--- src/logic/sensor_control_pkg.sv ---
// package: register map, field layout and timing for the sensor control register
package sensor_control_pkg;

    // ==========================================================
    // register map
    localparam logic [7:0] SENSOR_CONTROL_ONE_ADDR  = 8'h15;
    localparam logic [7:0] SENSOR_CONTROL_ONE_RESET = 8'h00;

    // ==========================================================
    // field positions
    localparam int RESET_REQ_BIT      = 7;
    localparam int SELFTEST_AXIS_LSB  = 5;
    localparam int SELFTEST_POL_BIT   = 4;
    localparam int SPI_WIRE_MODE_BIT  = 3;

    // ==========================================================
    // field encodings
    localparam logic [1:0] SELFTEST_OFF = 2'h0;
    localparam logic [1:0] SELFTEST_X   = 2'h1;
    localparam logic [1:0] SELFTEST_Y   = 2'h2;
    localparam logic [1:0] SELFTEST_Z   = 2'h3;

    // ==========================================================
    // reset delay in slow oscillator cycles
    localparam logic [3:0] SLOW_OSC_WAIT_CYCLES = 4'ha;
    localparam real        SLOW_OSC_WAIT_US     = 312.5;
    localparam real        MCLK_PERIOD_NS       = 50.0;
    // typical delay seen in mclk cycles, for reference; the bench does not use it
    localparam int         SLOW_OSC_WAIT_MCLKS  = int'(SLOW_OSC_WAIT_US * 1000.0 / MCLK_PERIOD_NS);

    // ==========================================================
    // register contents kept by this block
    typedef struct packed {
        logic [1:0] selftest_axis_select;
        logic       selftest_polarity;
        logic       spi_wire_mode;
    } sensor_control_t;

    // bits that survive a soft reset
    typedef struct packed {
        logic irq_pin_polarity;
        logic irq_pin_drive_type;
        logic boot_disable;
    } persist_bits_t;

    typedef enum logic [1:0] {
        ST_IDLE,
        ST_PENDING,
        ST_RUN,
        ST_BOOT
    } reset_state_t;

endpackage : sensor_control_pkg

--- src/logic/sensor_control_reset_selftest.sv ---
// sensor control register: soft reset sequencing, self-test and spi wire mode
`timescale 1ns/1ps
`default_nettype none

// Contract
// - soft reset request on bit 7 is accepted in every operating mode.
// - irq polarity, irq drive type and boot disable survive a soft reset.
// - soft reset also resets the i2c and spi interface logic.
// - reset sequence waits for i2c stop or spi chip select release.
// - read after the write shows 0, except i2c repeated-start read shows 1.
// - reset starts no sooner than 10 slow oscillator cycles after the request.
// - self-test axis 00b off (reset), 01b x axis, 11b z axis.
// - self-test polarity 0 positive (default), 1 negative displacement.
// - wire-mode bit 0 selects 4-wire spi (default), 1 selects 3-wire.
// - wire-mode bit only matters when the interface pin selects spi.
// - 3-wire: data-in pin bidirectional, data-out pin held high impedance.
// - power-on, brown-out or hibernate exit returns to 4-wire spi.
// - spi with data lines shorted runs 3-wire whatever the wire-mode bit.
module sensor_control_reset_selftest
    import sensor_control_pkg::*;
(
    // clock and reset
    input  wire logic       mclk,
    input  wire logic       resetn,
    // register access from the serial engine
    input  wire logic       reg_wr,
    input  wire logic       reg_rd,
    input  wire logic [7:0] reg_addr,
    input  wire logic [7:0] reg_wdata,
    input  wire logic       rd_after_restart,
    output logic      [7:0] reg_rdata_q,
    // serial bus activity
    input  wire logic       i2c_start,
    input  wire logic       i2c_stop,
    input  wire logic       spi_cs_n,
    input  wire logic       interface_select_pin,
    input  wire logic       data_lines_tied,
    input  wire logic       spi_tx_bit,
    input  wire logic       spi_tx_drive,
    // spi data pins, output side
    output logic            spi_mosi_o_q,
    output logic            spi_mosi_oe_q,
    output logic            spi_miso_o_q,
    output logic            spi_miso_oe_q,
    output logic            spi_three_wire_q,
    // slow oscillator and power events
    input  wire logic       slow_oscillator,
    input  wire logic       brown_out,
    input  wire logic       hibernate_enter,
    input  wire logic       hibernate_exit,
    // retained bits
    input  wire logic       persist_wr,
    input  wire logic [2:0] persist_wdata,
    output persist_bits_t   persist_q,
    // reset sequencing
    output logic            func_reset_q,
    output logic            serial_reset_q,
    output logic            boot_done_q,
    // self-test drive
    output logic      [2:0] selftest_axis_en_q,
    output logic            selftest_negative_q
);

    // ==========================================================
    // pin synchronisers: cs, interface select, slow osc, tie strap
    logic [3:0] sync1_q;
    logic [3:0] sync2_q;
    always_ff @(posedge mclk or negedge resetn) begin
        if (!resetn) begin
            sync1_q <= 4'hf;
            sync2_q <= 4'hf;
        end else begin
            sync1_q <= {data_lines_tied, slow_oscillator, interface_select_pin, spi_cs_n};
            sync2_q <= sync1_q;
        end
    end
    logic cs_n_s, spi_sel_s, slow_s, tied_s;
    assign cs_n_s    = sync2_q[0];
    assign spi_sel_s = sync2_q[1];
    assign slow_s    = sync2_q[2];
    assign tied_s    = sync2_q[3];

    logic slow_prev_q;
    // matches the synchroniser's reset level, so release makes no false edge
    always_ff @(posedge mclk or negedge resetn) begin
        if (!resetn) slow_prev_q <= 1'b1;
        else         slow_prev_q <= slow_s;
    end
    logic slow_rise;
    assign slow_rise = slow_s & ~slow_prev_q;

    // ==========================================================
    // i2c transaction tracking: busy from start until stop
    logic i2c_busy_q;
    always_ff @(posedge mclk or negedge resetn) begin
        if (!resetn)                      i2c_busy_q <= 1'b0;
        else if (serial_reset_q)          i2c_busy_q <= 1'b0;
        else if (i2c_start && !spi_sel_s) i2c_busy_q <= 1'b1;
        else if (i2c_stop)                i2c_busy_q <= 1'b0;
    end
    logic bus_free;
    assign bus_free = spi_sel_s ? cs_n_s : ~i2c_busy_q;

    // ==========================================================
    // register write decode
    logic ctl_wr;
    assign ctl_wr = reg_wr && (reg_addr == SENSOR_CONTROL_ONE_ADDR);

    // ==========================================================
    // soft reset sequencer
    reset_state_t state_q;
    logic [3:0]   slow_cnt_q;
    logic         pending;
    assign pending = (state_q == ST_PENDING);

    always_ff @(posedge mclk or negedge resetn) begin
        if (!resetn) begin
            state_q <= ST_IDLE;
        end else begin
            case (state_q)
                ST_IDLE:    if (ctl_wr && reg_wdata[RESET_REQ_BIT]) state_q <= ST_PENDING;
                ST_PENDING: if (bus_free && slow_cnt_q == SLOW_OSC_WAIT_CYCLES) state_q <= ST_RUN;
                ST_RUN:     state_q <= ST_BOOT;
                ST_BOOT:    state_q <= ST_IDLE;
                default:    state_q <= ST_IDLE;
            endcase
        end
    end

    // counts slow edges from the request; saturates so a held bus cannot wrap it
    always_ff @(posedge mclk or negedge resetn) begin
        if (!resetn)                                                slow_cnt_q <= 4'h0;
        else if (!pending)                                          slow_cnt_q <= 4'h0;
        else if (slow_rise && slow_cnt_q != SLOW_OSC_WAIT_CYCLES)   slow_cnt_q <= slow_cnt_q + 4'h1;
    end

    always_ff @(posedge mclk or negedge resetn) begin
        if (!resetn) begin
            func_reset_q   <= 1'b0;
            serial_reset_q <= 1'b0;
            boot_done_q    <= 1'b0;
        end else begin
            func_reset_q   <= (state_q == ST_RUN);
            serial_reset_q <= (state_q == ST_RUN);
            boot_done_q    <= (state_q == ST_BOOT);
        end
    end

    // ==========================================================
    // register fields
    sensor_control_t ctl_q;
    always_ff @(posedge mclk or negedge resetn) begin
        if (!resetn) begin
            ctl_q <= '0;
        end else if (state_q == ST_RUN || brown_out || hibernate_exit) begin
            ctl_q <= '0;
        end else if (ctl_wr) begin
            ctl_q.selftest_axis_select <= reg_wdata[SELFTEST_AXIS_LSB +: 2];
            ctl_q.selftest_polarity    <= reg_wdata[SELFTEST_POL_BIT];
            ctl_q.spi_wire_mode        <= reg_wdata[SPI_WIRE_MODE_BIT];
        end
    end

    always_ff @(posedge mclk or negedge resetn) begin
        if (!resetn)              persist_q <= '0;
        else if (hibernate_enter) persist_q <= '0;
        else if (persist_wr)      persist_q <= persist_wdata;
    end

    // ==========================================================
    // read path; the pending bit is only visible to an i2c repeated-start read
    always_ff @(posedge mclk or negedge resetn) begin
        if (!resetn) begin
            reg_rdata_q <= SENSOR_CONTROL_ONE_RESET;
        end else if (reg_rd) begin
            if (reg_addr == SENSOR_CONTROL_ONE_ADDR) begin
                reg_rdata_q <= {pending & rd_after_restart & ~spi_sel_s,
                                ctl_q.selftest_axis_select,
                                ctl_q.selftest_polarity, ctl_q.spi_wire_mode, 3'h0};
            end else begin
                reg_rdata_q <= 8'h00;
            end
        end
    end

    // ==========================================================
    // self-test drive, one enable per axis
    for (genvar a = 0; a < 3; a++) begin : g_axis
        always_ff @(posedge mclk or negedge resetn) begin
            if (!resetn) selftest_axis_en_q[a] <= 1'b0;
            else         selftest_axis_en_q[a] <= (ctl_q.selftest_axis_select == 2'(a + 1));
        end
    end

    always_ff @(posedge mclk or negedge resetn) begin
        if (!resetn) selftest_negative_q <= 1'b0;
        // polarity only with an axis selected
        else         selftest_negative_q <= ctl_q.selftest_polarity &&
                                            (ctl_q.selftest_axis_select != SELFTEST_OFF);
    end

    // ==========================================================
    // spi pin control
    logic three_wire;
    assign three_wire = spi_sel_s && (ctl_q.spi_wire_mode || tied_s);

    always_ff @(posedge mclk or negedge resetn) begin
        if (!resetn) begin
            spi_three_wire_q <= 1'b0;
            spi_mosi_oe_q    <= 1'b0;
            spi_miso_oe_q    <= 1'b0;
            spi_mosi_o_q     <= 1'b0;
            spi_miso_o_q     <= 1'b0;
        end else begin
            spi_three_wire_q <= three_wire;
            // data-in pin turns round, data-out pin released
            spi_mosi_oe_q    <= three_wire && spi_tx_drive && !cs_n_s;
            spi_miso_oe_q    <= spi_sel_s && !three_wire && spi_tx_drive && !cs_n_s;
            spi_mosi_o_q     <= three_wire && spi_tx_bit;
            spi_miso_o_q     <= !three_wire && spi_tx_bit;
        end
    end
endmodule : sensor_control_reset_selftest

`default_nettype wire

--- config.mk ---
export PLATFORM = sky130hd
export DESIGN_NAME = sensor_control_reset_selftest
export DESIGN_NICKNAME = d
export VERILOG_FILES = /design/src/logic/sensor_control_pkg.sv /design/src/logic/sensor_control_reset_selftest.sv
export SDC_FILE = /design/constraint.sdc
export NUM_CORES = 1
export LEC_CHECK = 0
export BUFFER_PORTS_ARGS = -buffer_cell sky130_fd_sc_hd__buf_2
export CAP_MARGIN = 20
export CORE_ASPECT_RATIO = 0.5
export CORE_MARGIN = 4
export CORE_UTILIZATION = 47
export DETAILED_ROUTE_END_ITERATION = 12
export PLACE_DENSITY = 0.89
export SYNTH_ARGS = -nofsm -noshare
export SYNTH_HDL_FRONTEND = slang
export SYNTH_SLANG_ARGS = --single-unit
export TNS_END_PERCENT = 10
--- constraint.sdc ---
create_clock -name mclk -period 3.2 [get_ports mclk]
set_input_delay 0.16 -clock mclk [delete_from_list [all_inputs] [get_ports mclk]]
set_output_delay 0.16 -clock mclk [all_outputs]
set_load 0.01 [all_outputs]
==> results of run 1 <==
metrics by stage:
step / hold slack (ns) / utilization [%]
after global placement: 0.266 / 59.9
after global routing: 0.0539 / 64.1
after floorplan: -0.136 / -
after CTS: 0.0560 / 64.1
final: 0.0597 / 64.1
after detailed placement: 0.267 / 59.9
registers in the layout (all words and copies together) (netlist names), 2 cells and up:
name	count
sync2_q	4
slow_cnt_q	4
state_q	2
sync1_q	4
persist_q	3
selftest_axis_en_q	3
reg_rdata_q	5
ctl_q	4
kinds of logic after synthesis:
family	share of synthesized area, %
AND/OR/NAND/NOR	13.8
XOR/XNOR	1.67
buffers and inverters	5.26
multiplexers	6.06
flip-flops	62.9
AO/OA/AOI/OAI	4.54
other	0.239
adder cells (fa/ha/maj)	5.58
cells in the final DEF (no fill, tap or decap), types with 4 or more instances in the layout:
| cell type | instances |
|---|---|
| sky130_fd_sc_hd__nor2_1 | 16 |
| sky130_fd_sc_hd__o22ai_1 | 4 |
| sky130_fd_sc_hd__and2_1 | 5 |
| sky130_fd_sc_hd__dlygate4sd3_1 | 5 |
| sky130_fd_sc_hd__inv_1 | 14 |
| sky130_fd_sc_hd__mux2i_1 | 8 |
| sky130_fd_sc_hd__clkbuf_8 | 5 |
| sky130_fd_sc_hd__ha_1 | 7 |
| sky130_fd_sc_hd__dfrtp_1 | 30 |
| sky130_fd_sc_hd__buf_2 | 52 |
| sky130_fd_sc_hd__dfstp_2 | 9 |
layout make-up:
type | instances | area [µm²]
clock buffers | 8 | 80.1
inverters | 14 | 52.6
fillers | 215 | 1110
flip-flops and latches | 39 | 987
multi-input cells | 69 | 508
repair buffers | 57 | 310
well taps | 40 | 50.0
per-layer routing:
layer	vias up	GRT usage [%]	wire length, µm
met2	30	29.9	1820
met5	-	0	0
met1	560	14.2	1100
met4	0	12.2	171
met3	17	4.31	120
li1	520	-	-
worst register-to-register path: cells and delay by family, from the launching register on:
family | cells | cell delay [ns]
AO/OA/AOI/OAI | 2 | 0.51
buffers and inverters | 1 | 0.07
adder cells (fa/ha/maj) | 1 | 0.19
AND/OR/NAND/NOR | 1 | 0.10
multiplexers | 1 | 0.30
flip-flops | 1 | 0.42
power groups by stage:
stage | clock, mW | combinational, mW | sequential, mW
final | 0.305 | 0.213 | 0.568
after detailed placement | 0 | 0.212 | 0.577
after floorplan | 0 | 0.132 | 0.580
after CTS | 0.312 | 0.217 | 0.568
after global routing | 0.336 | 0.241 | 0.574
after global placement | 0 | 0.200 | 0.574
worst paths after layout:
path                                    endpoint  slack [ns]
min in group asynchronous  selftest_axis_en_q[1]        0.50
max reg2reg                           state_q[1]        1.49
max                                   state_q[1]        1.49
min                                 persist_q[0]        0.06
max in group asynchronous          spi_mosi_oe_q        2.18
min reg2reg                           sync2_q[1]        0.36
cell usage after synthesis:
cell type                  instances
sky130_fd_sc_hd__ha_1              7
sky130_fd_sc_hd__buf_4             4
sky130_fd_sc_hd__o22ai_1           4
sky130_fd_sc_hd__nand3b_4          1
sky130_fd_sc_hd__or3_1             1
sky130_fd_sc_hd__a22o_1            1
sky130_fd_sc_hd__nand4_1           2
sky130_fd_sc_hd__nand3_1           3
sky130_fd_sc_hd__a22oi_1           1
sky130_fd_sc_hd__dfrtp_1          30
sky130_fd_sc_hd__o21a_1            1
sky130_fd_sc_hd__nor2_1           16
sky130_fd_sc_hd__nand2_1           3
sky130_fd_sc_hd__inv_1            14
sky130_fd_sc_hd__and4bb_2          1
sky130_fd_sc_hd__mux2_4            1
sky130_fd_sc_hd__nor3_1            1
sky130_fd_sc_hd__nor4b_4           1
sky130_fd_sc_hd__nor2b_1           3
sky130_fd_sc_hd__mux2i_1           8
sky130_fd_sc_hd__and2_1            5
sky130_fd_sc_hd__dfstp_2           9
sky130_fd_sc_hd__conb_1            1
sky130_fd_sc_hd__o32ai_1           1
sky130_fd_sc_hd__xnor2_1           3
sky130_fd_sc_hd__a211o_1           1
sky130_fd_sc_hd__a21oi_1           1
==> impl_metrics.csv, run 1 <==
group,metric,value,unit
status,outcome,"completed",
yosys,post_synth_num_cell_types,27,
yosys,yosys.area.top_type_share,47.8,%
sta,min_period,1.71,ns
worst_setup_path,worst_path_buf_inv,1,
sta,worst_clock_skew,0.00650,ns
worst_hold_path,hold_class,"in -> reg",
yosys,synth_area_leaders,"sky130_fd_sc_hd__dfrtp_1 48%, sky130_fd_sc_hd__dfstp_2 15%, sky130_fd_sc_hd__ha_1 5.6%",
power_and_ir_drop,internal-power,0.799,mW
sta,max_freq,585,MHz
yosys,synth.ff_latch_count,39,
power_and_ir_drop,irDropWorstVdd,209,µV
sta,layout_worst_path_cycle_share,53.5,%
power_and_ir_drop,sw_frac_of_total,26.5,%
global_route,largest_net_degree_at_the_start_of_global_routing,40,
worst_setup_path,critPathMaxFanout,4,
power_and_ir_drop,leakagePower,1.08,nW
clock_tree,clock-sinks,39,
floorplanning,start_util,50.6,%
global_route,grt_first_pass_wirelength,5240,µm
power_and_ir_drop,fin_total_pwr,1.09,mW
yosys,synth.yosys.seq_area_share,62.9,%
routing,vias,1127,
power_and_ir_drop,net-switching-power,0.288,mW
sta,timing_hold_violations_final,0,
routing,drt_pass1_iterations,4,
placed_design,detailed_place_hpwl,2540,µm
worst_setup_path,worstSetupPathType,"reg -> reg",
floorplanning,dieArea,0.00439,mm²
clock_tree,clkSlewWorstSetupHoldPaths,0.07,ns
worst_setup_path,endpoint_kind,"flip-flop",
routing,drt_wl_total,3220,µm
routing,remaining_drc_errors,0,
clock_tree,cts_inserted_buffers,5,
cells_and_area,n_antenna_cell,0,
routing,route.antenna.remaining_nets,0,
worst_setup_path,critical_path.top_delay_family,"compound AO/OA/AOI/OAI gates",
power_and_ir_drop,comb_power_share,19.6,%
cells_and_area,synth_to_final_area_change,26.6,%
cells_and_area,final_net_count,229,
power_and_ir_drop,cellPowerDensity,547,mW/mm²
global_route,grt-ovfl-total,0,
worst_hold_path,holdCritStartpoint,"hibernate_enter",
yosys,post_synth.cell_area_avg,12.7,µm²
floorplanning,floorplan.io_pins,59,
yosys,yosysTopAreaCell,"sky130_fd_sc_hd__dfrtp_1",
clock_tree,clk-insertion-delay-late,0.29,ns
global_route,grt_antenna_before_repair,0,
worst_setup_path,slowest_stage,"sky130_fd_sc_hd__dfrtp_1",
worst_setup_path,cp_cell_sequence,"inv_1 -> ha_1 -> nand3b_4 -> a211o_1 -> a22o_1 -> mux2_4",
global_route,grtUsageTotal,15.6,%
clock_tree,cts_hold_buffers,5,
worst_setup_path,worstPathRequired,3.38,ns
worst_setup_path,startpoint,"slow_cnt_q[0]",
power_and_ir_drop,power_frac_clock,28.1,%
power_and_ir_drop,seq_power_share,52.3,%
flow_run,maxCapViolations,0,
cells_and_area,finalNonFillerCells,227,
worst_setup_path,cp_data_arrival_time,1.89,ns
clock_tree,post_cts_resize_count,0,
routing,routed_wire_length_per_instance,14.2,µm
worst_setup_path,worst_setup_path_start_kind,"flip-flop",
sta,maxSlewViolCount,0,
cells_and_area,layout.cell_area.non_filler,0.00199,mm²
sta,grt_setup_unrepaired,"false",
floorplanning,die_wd,89.7,µm
floorplanning,placementRows,14,
sta,timing.slew.headroom,45.9,%
floorplanning,core,0.00310,mm²
clock_tree,cts_tree,"done",
placed_design,post_dp_cell_area,0.00186,mm²
placed_design,globalplace.congestion,0.751,
clock_tree,max_buffers_root_to_sink,2,
sta,postLayoutSetupSlackWorst,1.49,ns
floorplanning,fp.dieH,48.9,µm
placed_design,placement.io_buffers,52,
worst_setup_path,regToRegStartpoint,"slow_cnt_q[0]",
placed_design,place_worst_setup_slack,1.49,ns
yosys,netlist_area,0.00157,mm²
routing,vias_per_cell,4.96,
routing,drt_iter0_drcs,64,
sta,worst_pin_slew,0.812,ns
worst_setup_path,max_stage_delay,0.42,ns
yosys,yosysWarnings,0,
worst_setup_path,reg2regPathDepth,6,
sta,timing.setup.tns,0,ns
cells_and_area,layout-drive-gt1-share,37.4,%
sta,timing.final.setup_violations,0,
worst_setup_path,worstSetupPathDepth,6,
global_route,via_count_of_the_first_global_routing_pass,1170,
worst_hold_path,number_of_cells_traversed_by_the_worst_hold_path,2,
placed_design,place.detailed.instances,214,
clock_tree,cts_post_setup_buffers_inserted,0,
clock_tree,clock_tree_root_driver_cell,"sky130_fd_sc_hd__clkbuf_8",
clock_tree,cts-htree-levels,2,
yosys,synth_cells,124,
Note: power is estimated with default switching activity, not from simulation.
==> run 2: changes to the inputs <==
clock period = 1.8 ns   (was 3.2 ns; I/O delays follow)
==> run 2 against run 1 <==
- routed wire length grew 12%
- cell area increased by 3.1%
- via count rose by 2.7%
- flip-flop and latch count unchanged
- utilization up 2.0 points
- final cell count up 0.44%
- critical endpoint unchanged
==> impl_metrics.csv, run 2 (same netlist as run 1, synthesis figures left out) <==
group,metric,value,unit
clock_tree,clock_tree_root_driver_cell,"sky130_fd_sc_hd__clkbuf_8",
worst_setup_path,crit_path_end,"state_q[1]",
flow_run,maxCapViolations,0,
global_route,via_count_of_the_first_global_routing_pass,1240,
worst_setup_path,critPathMaxFanout,4,
worst_setup_path,worstReg2RegEnd,"state_q[1]",
clock_tree,cts-htree-levels,2,
floorplanning,dieArea,0.00439,mm²
power_and_ir_drop,irDropWorstVdd,756,µV
power_and_ir_drop,cellPowerDensity,1090,mW/mm²
worst_setup_path,reg2regPathDepth,6,
floorplanning,fp.dieH,48.9,µm
cells_and_area,regMostFlops,"reg_rdata_q",
cells_and_area,final_net_count,230,
worst_hold_path,number_of_cells_traversed_by_the_worst_hold_path,2,
worst_setup_path,worst_setup_path_start_kind,"flip-flop",
placed_design,globalplace.congestion,0.726,
sta,layout_worst_path_cycle_share,94.3,%
clock_tree,clk-insertion-delay-late,0.28,ns
routing,routed_wire_length_per_instance,15.7,µm
placed_design,detailed_place_hpwl,2330,µm
global_route,largest_net_degree_at_the_start_of_global_routing,40,
cells_and_area,largest_register_ffs,5,
global_route,gr-usage-met1,19.6,%
sta,timing_hold_violations_final,0,
global_route,busiest_layer,"met2",
clock_tree,post_cts_resize_count,0,
cells_and_area,n_antenna_cell,0,
sta,timing.setup.tns,0,ns
sta,worst_pin_slew,0.828,ns
routing,vias_per_cell,5.07,
cells_and_area,seq_area,987,µm²
routing,drt_wl_total,3590,µm
cells_and_area,layout.cells.most_common,"sky130_fd_sc_hd__buf_2",
worst_setup_path,startpoint,"slow_cnt_q[0]",
sta,timing.final.setup_violations,0,
floorplanning,start_util,50.6,%
sta,grt_setup_unrepaired,"false",
clock_tree,cts_hold_buffers,6,
global_route,grtUsageMet3,5.86,%
sta,postLayoutSetupSlackWorst,0.102,ns
placed_design,post_dp_cell_area,0.00186,mm²
sta,maxSlewViolCount,0,
worst_setup_path,regToRegStartpoint,"slow_cnt_q[0]",
worst_setup_path,cp_data_arrival_time,1.87,ns
routing,remaining_drc_errors,0,
worst_setup_path,worstSetupPathType,"reg -> reg",
cells_and_area,layout-drive-gt1-share,38.3,%
worst_setup_path,reg2reg_slack,0.10,ns
power_and_ir_drop,fin_total_pwr,2.24,mW
global_route,grt-ovfl-total,0,
cells_and_area,layout.cell_area.non_filler,0.00205,mm²
floorplanning,die_wd,89.7,µm
placed_design,place.detailed.instances,214,
cells_and_area,multiInputGateArea,508,µm²
routing,vias,1157,
clock_tree,clock-sinks,39,
routing,drt_pass1_iterations,4,
worst_hold_path,hold_class,"in -> reg",
clock_tree,cts_post_setup_buffers_inserted,0,
cells_and_area,fillCellCount,205,
worst_setup_path,worstPathRequired,1.97,ns
power_and_ir_drop,leakagePower,1.11,nW
floorplanning,core,0.00310,mm²
global_route,grt_antenna_before_repair,0,
clock_tree,cts_tree,"done",
global_route,grt_first_pass_wirelength,6050,µm
clock_tree,max_buffers_root_to_sink,2,
clock_tree,cts_inserted_buffers,5,
cells_and_area,synth_to_final_area_change,30.6,%
cells_and_area,finalNonFillerCells,228,
cells_and_area,mostFrequentLayoutCells,"52 x sky130_fd_sc_hd__buf_2, 30 x sky130_fd_sc_hd__dfrtp_1, 16 x sky130_fd_sc_hd__nor2_1",
clock_tree,clkSlewWorstSetupHoldPaths,0.07,ns
sta,min_period,1.70,ns
global_route,grtUsageTotal,18.0,%
sta,max_freq,589,MHz
worst_setup_path,endpoint_kind,"flip-flop",
routing,route.antenna.remaining_nets,0,
placed_design,placement.io_buffers,52,
routing,drt_iter0_drcs,59,
sta,timing.slew.headroom,44.8,%
floorplanning,placementRows,14,
status,outcome,"completed",
sta,worst_clock_skew,0.00516,ns
placed_design,place_worst_setup_slack,0.0965,ns
floorplanning,floorplan.io_pins,59,
global_route,grt_util_met2,33.2,%
run 2: metal layers:
metal	vias to the layer above	wire, µm
met5	-	0
met4	0	67
met3	4	187
met2	33	2000
met1	592	1340
li1	528	-
run 2: worst min path at each step:
stage                         start      endpoint  slack (ns)
detailed placement  data_lines_tied    sync1_q[3]        0.20
CTS                      spi_tx_bit  spi_mosi_o_q        0.01
global placement    data_lines_tied    sync1_q[3]        0.20
finish                   spi_tx_bit  spi_mosi_o_q        0.02
global route             spi_tx_bit  spi_mosi_o_q        0.02
floorplan                    resetn   boot_done_q       -0.21
run 2: final cells by class:
type | count | share of cell area, %
inverters | 14 | 2.56
repair buffers | 58 | 15.6
multi-input cells | 69 | 24.8
clock inverters | 2 | 2.93
flip-flops and latches | 39 | 48.1
clock buffers | 6 | 3.54
well taps | 40 | 2.44
run 2: worst max-delay path: stages (launching register included):
cell and delay (ns):
sky130_fd_sc_hd__dfrtp_1 0.42, sky130_fd_sc_hd__inv_1 0.07, sky130_fd_sc_hd__ha_1 0.19, sky130_fd_sc_hd__nand3b_4 0.09, sky130_fd_sc_hd__a211o_1 0.24, sky130_fd_sc_hd__a22o_1 0.27, sky130_fd_sc_hd__mux2_4 0.30
run 2: per-stage QoR:
step,hold WS [ns],util [%]
3_3_place_gp,0.195,59.9
2_1_floorplan,-0.206,-
3_5_place_dp,0.196,59.9
6_report,0.0202,66.1
5_1_grt,0.0224,66.1
4_1_cts,0.0140,66.1
run 2: where the power goes:
group,switching (mW),total (mW),internal [mW]
sequential,0.0517,1.01,0.960
combinational,0.198,0.387,0.189
clock,0.289,0.843,0.554
total,0.539,2.24,1.70
==> run 3: changes to the inputs <==
REMOVE_ABC_BUFFERS = 1   (was unset)
==> run 3 against run 2 <==
- clock skew barely moved
- worst setup slack got worse by 0.023 ns
- worst hold slack hardly changed
- critical endpoint unchanged
- largest cell class unchanged
==> impl_metrics.csv, run 3 (same netlist as run 1, synthesis figures left out) <==
group,metric,value,unit
status,outcome,"completed",
sta,max_freq,581,MHz
placed_design,globalplace.congestion,0.735,
worst_setup_path,reg2reg_slack,0.08,ns
clock_tree,cts_inserted_buffers,5,
cells_and_area,layout.cells.most_common,"sky130_fd_sc_hd__buf_2",
sta,min_period,1.72,ns
worst_setup_path,worstPathRequired,1.97,ns
worst_setup_path,cp_data_arrival_time,1.89,ns
routing,route.antenna.remaining_nets,0,
cells_and_area,fillCellCount,203,
sta,timing.setup.tns,0,ns
floorplanning,placementRows,14,
worst_setup_path,crit_path_end,"state_q[1]",
clock_tree,cts_post_setup_buffers_inserted,0,
cells_and_area,layout-drive-gt1-share,38.8,%
global_route,grtUsageTotal,16.3,%
routing,drt_wl_total,3460,µm
sta,timing.slew.headroom,45.3,%
cells_and_area,mostFrequentLayoutCells,"52 x sky130_fd_sc_hd__buf_2, 30 x sky130_fd_sc_hd__dfrtp_1, 16 x sky130_fd_sc_hd__nor2_1",
power_and_ir_drop,fin_total_pwr,2.15,mW
sta,timing.final.setup_violations,0,
clock_tree,clkSlewWorstSetupHoldPaths,0.07,ns
cells_and_area,final_net_count,230,
sta,worst_clock_skew,0.00491,ns
worst_setup_path,startpoint,"slow_cnt_q[0]",
cells_and_area,n_antenna_cell,0,
sta,maxSlewViolCount,0,
worst_setup_path,critPathMaxFanout,4,
clock_tree,clock_tree_root_driver_cell,"sky130_fd_sc_hd__clkbuf_8",
global_route,grt_first_pass_wirelength,5590,µm
routing,remaining_drc_errors,0,
placed_design,detailed_place_hpwl,2430,µm
power_and_ir_drop,leakagePower,1.11,nW
routing,vias,1136,
sta,layout_worst_path_cycle_share,95.6,%
routing,drt_pass1_iterations,4,
floorplanning,dieArea,0.00439,mm²
flow_run,maxCapViolations,0,
routing,drt_iter0_drcs,66,
power_and_ir_drop,irDropWorstVdd,540,µV
sta,worst_pin_slew,0.820,ns
global_route,via_count_of_the_first_global_routing_pass,1229,
cells_and_area,regMostFlops,"reg_rdata_q",
sta,grt_setup_unrepaired,"false",
cells_and_area,largest_register_ffs,5,
floorplanning,die_wd,89.7,µm
clock_tree,post_cts_resize_count,0,
worst_setup_path,worstSetupPathType,"reg -> reg",
worst_setup_path,regToRegStartpoint,"slow_cnt_q[0]",
placed_design,post_dp_cell_area,0.00186,mm²
global_route,grt_antenna_before_repair,0,
floorplanning,start_util,50.6,%
floorplanning,fp.dieH,48.9,µm
worst_hold_path,hold_class,"in -> reg",
global_route,largest_net_degree_at_the_start_of_global_routing,40,
worst_setup_path,worstReg2RegEnd,"state_q[1]",
clock_tree,cts-htree-levels,2,
floorplanning,core,0.00310,mm²
worst_setup_path,endpoint_kind,"flip-flop",
worst_setup_path,worst_setup_path_start_kind,"flip-flop",
clock_tree,clk-insertion-delay-late,0.28,ns
clock_tree,clock-sinks,39,
placed_design,placement.io_buffers,52,
power_and_ir_drop,cellPowerDensity,1060,mW/mm²
global_route,grt-ovfl-total,0,
cells_and_area,layout.cell_area.non_filler,0.00204,mm²
cells_and_area,synth_to_final_area_change,29.6,%
clock_tree,cts_hold_buffers,6,
floorplanning,floorplan.io_pins,59,
routing,routed_wire_length_per_instance,15.2,µm
sta,timing_hold_violations_final,0,
clock_tree,cts_tree,"done",
clock_tree,max_buffers_root_to_sink,2,
worst_setup_path,reg2regPathDepth,6,
routing,vias_per_cell,4.98,
==> run 3: cell type report <==
cell class              instances  area (µm²)  share of cell area, %
repair buffers                 58         320                   15.7
multi-input cells              69         508                   25.0
clock buffers                   6        82.6                   4.06
inverters                      14        52.6                   2.58
well taps                      40        50.0                   2.46
flip-flops and latches         39         987                   48.5
clock inverters                 2        35.0                   1.72
==> run 3: where the power goes <==
group	internal (mW)	switching [mW]	total, mW
combinational	0.189	0.205	0.394
sequential	0.960	0.0554	1.02
clock	0.448	0.292	0.740
==> run 3: how the worst min path moves through the flow <==
stage,from,to,slack [ns],cells past startpoint
finish,spi_tx_bit,spi_mosi_o_q,0.02,2
global route,spi_tx_bit,spi_miso_o_q,0.04,2
CTS,spi_tx_bit,spi_mosi_o_q,0.01,2
detailed placement,data_lines_tied,sync1_q[3],0.20,1
global placement,slow_oscillator,sync1_q[2],0.20,1
floorplan,resetn,boot_done_q,-0.21,0
==> run 3: critical path, cell delays in order (launching register included) <==
cell	delay (ns)
sky130_fd_sc_hd__dfrtp_1	0.42
sky130_fd_sc_hd__inv_1	0.07
sky130_fd_sc_hd__ha_1	0.19
sky130_fd_sc_hd__nand3b_4	0.10
sky130_fd_sc_hd__a211o_1	0.25
sky130_fd_sc_hd__a22o_1	0.28
sky130_fd_sc_hd__mux2_4	0.31
==> run 3: metal layers <==
| layer | global-route usage (%) | up-vias | wire [µm] |
|---|---|---|---|
| met3 | 3.70 | 16 | 157 |
| met2 | 30.0 | 45 | 1850 |
| met4 | 9.67 | 0 | 157 |
| met1 | 17.4 | 551 | 1290 |
| met5 | 0 | - | 0 |
| li1 | - | 524 | - |
==> run 3: stage by stage <==
| stage | worst slack (ns) | hold WS (ns) | cells | utilization [%] |
|---|---|---|---|---|
| 2_1_floorplan | 0.191 | -0.206 | 122 | - |
| 3_3_place_gp | 0.141 | 0.195 | 214 | 59.9 |
| 3_5_place_dp | 0.0937 | 0.199 | 214 | 59.9 |
| 4_1_cts | 0.0755 | 0.0126 | 228 | 65.7 |
| 5_1_grt | 0.0309 | 0.0403 | 228 | 65.7 |
| 6_report | 0.0797 | 0.0206 | 228 | 65.7 |
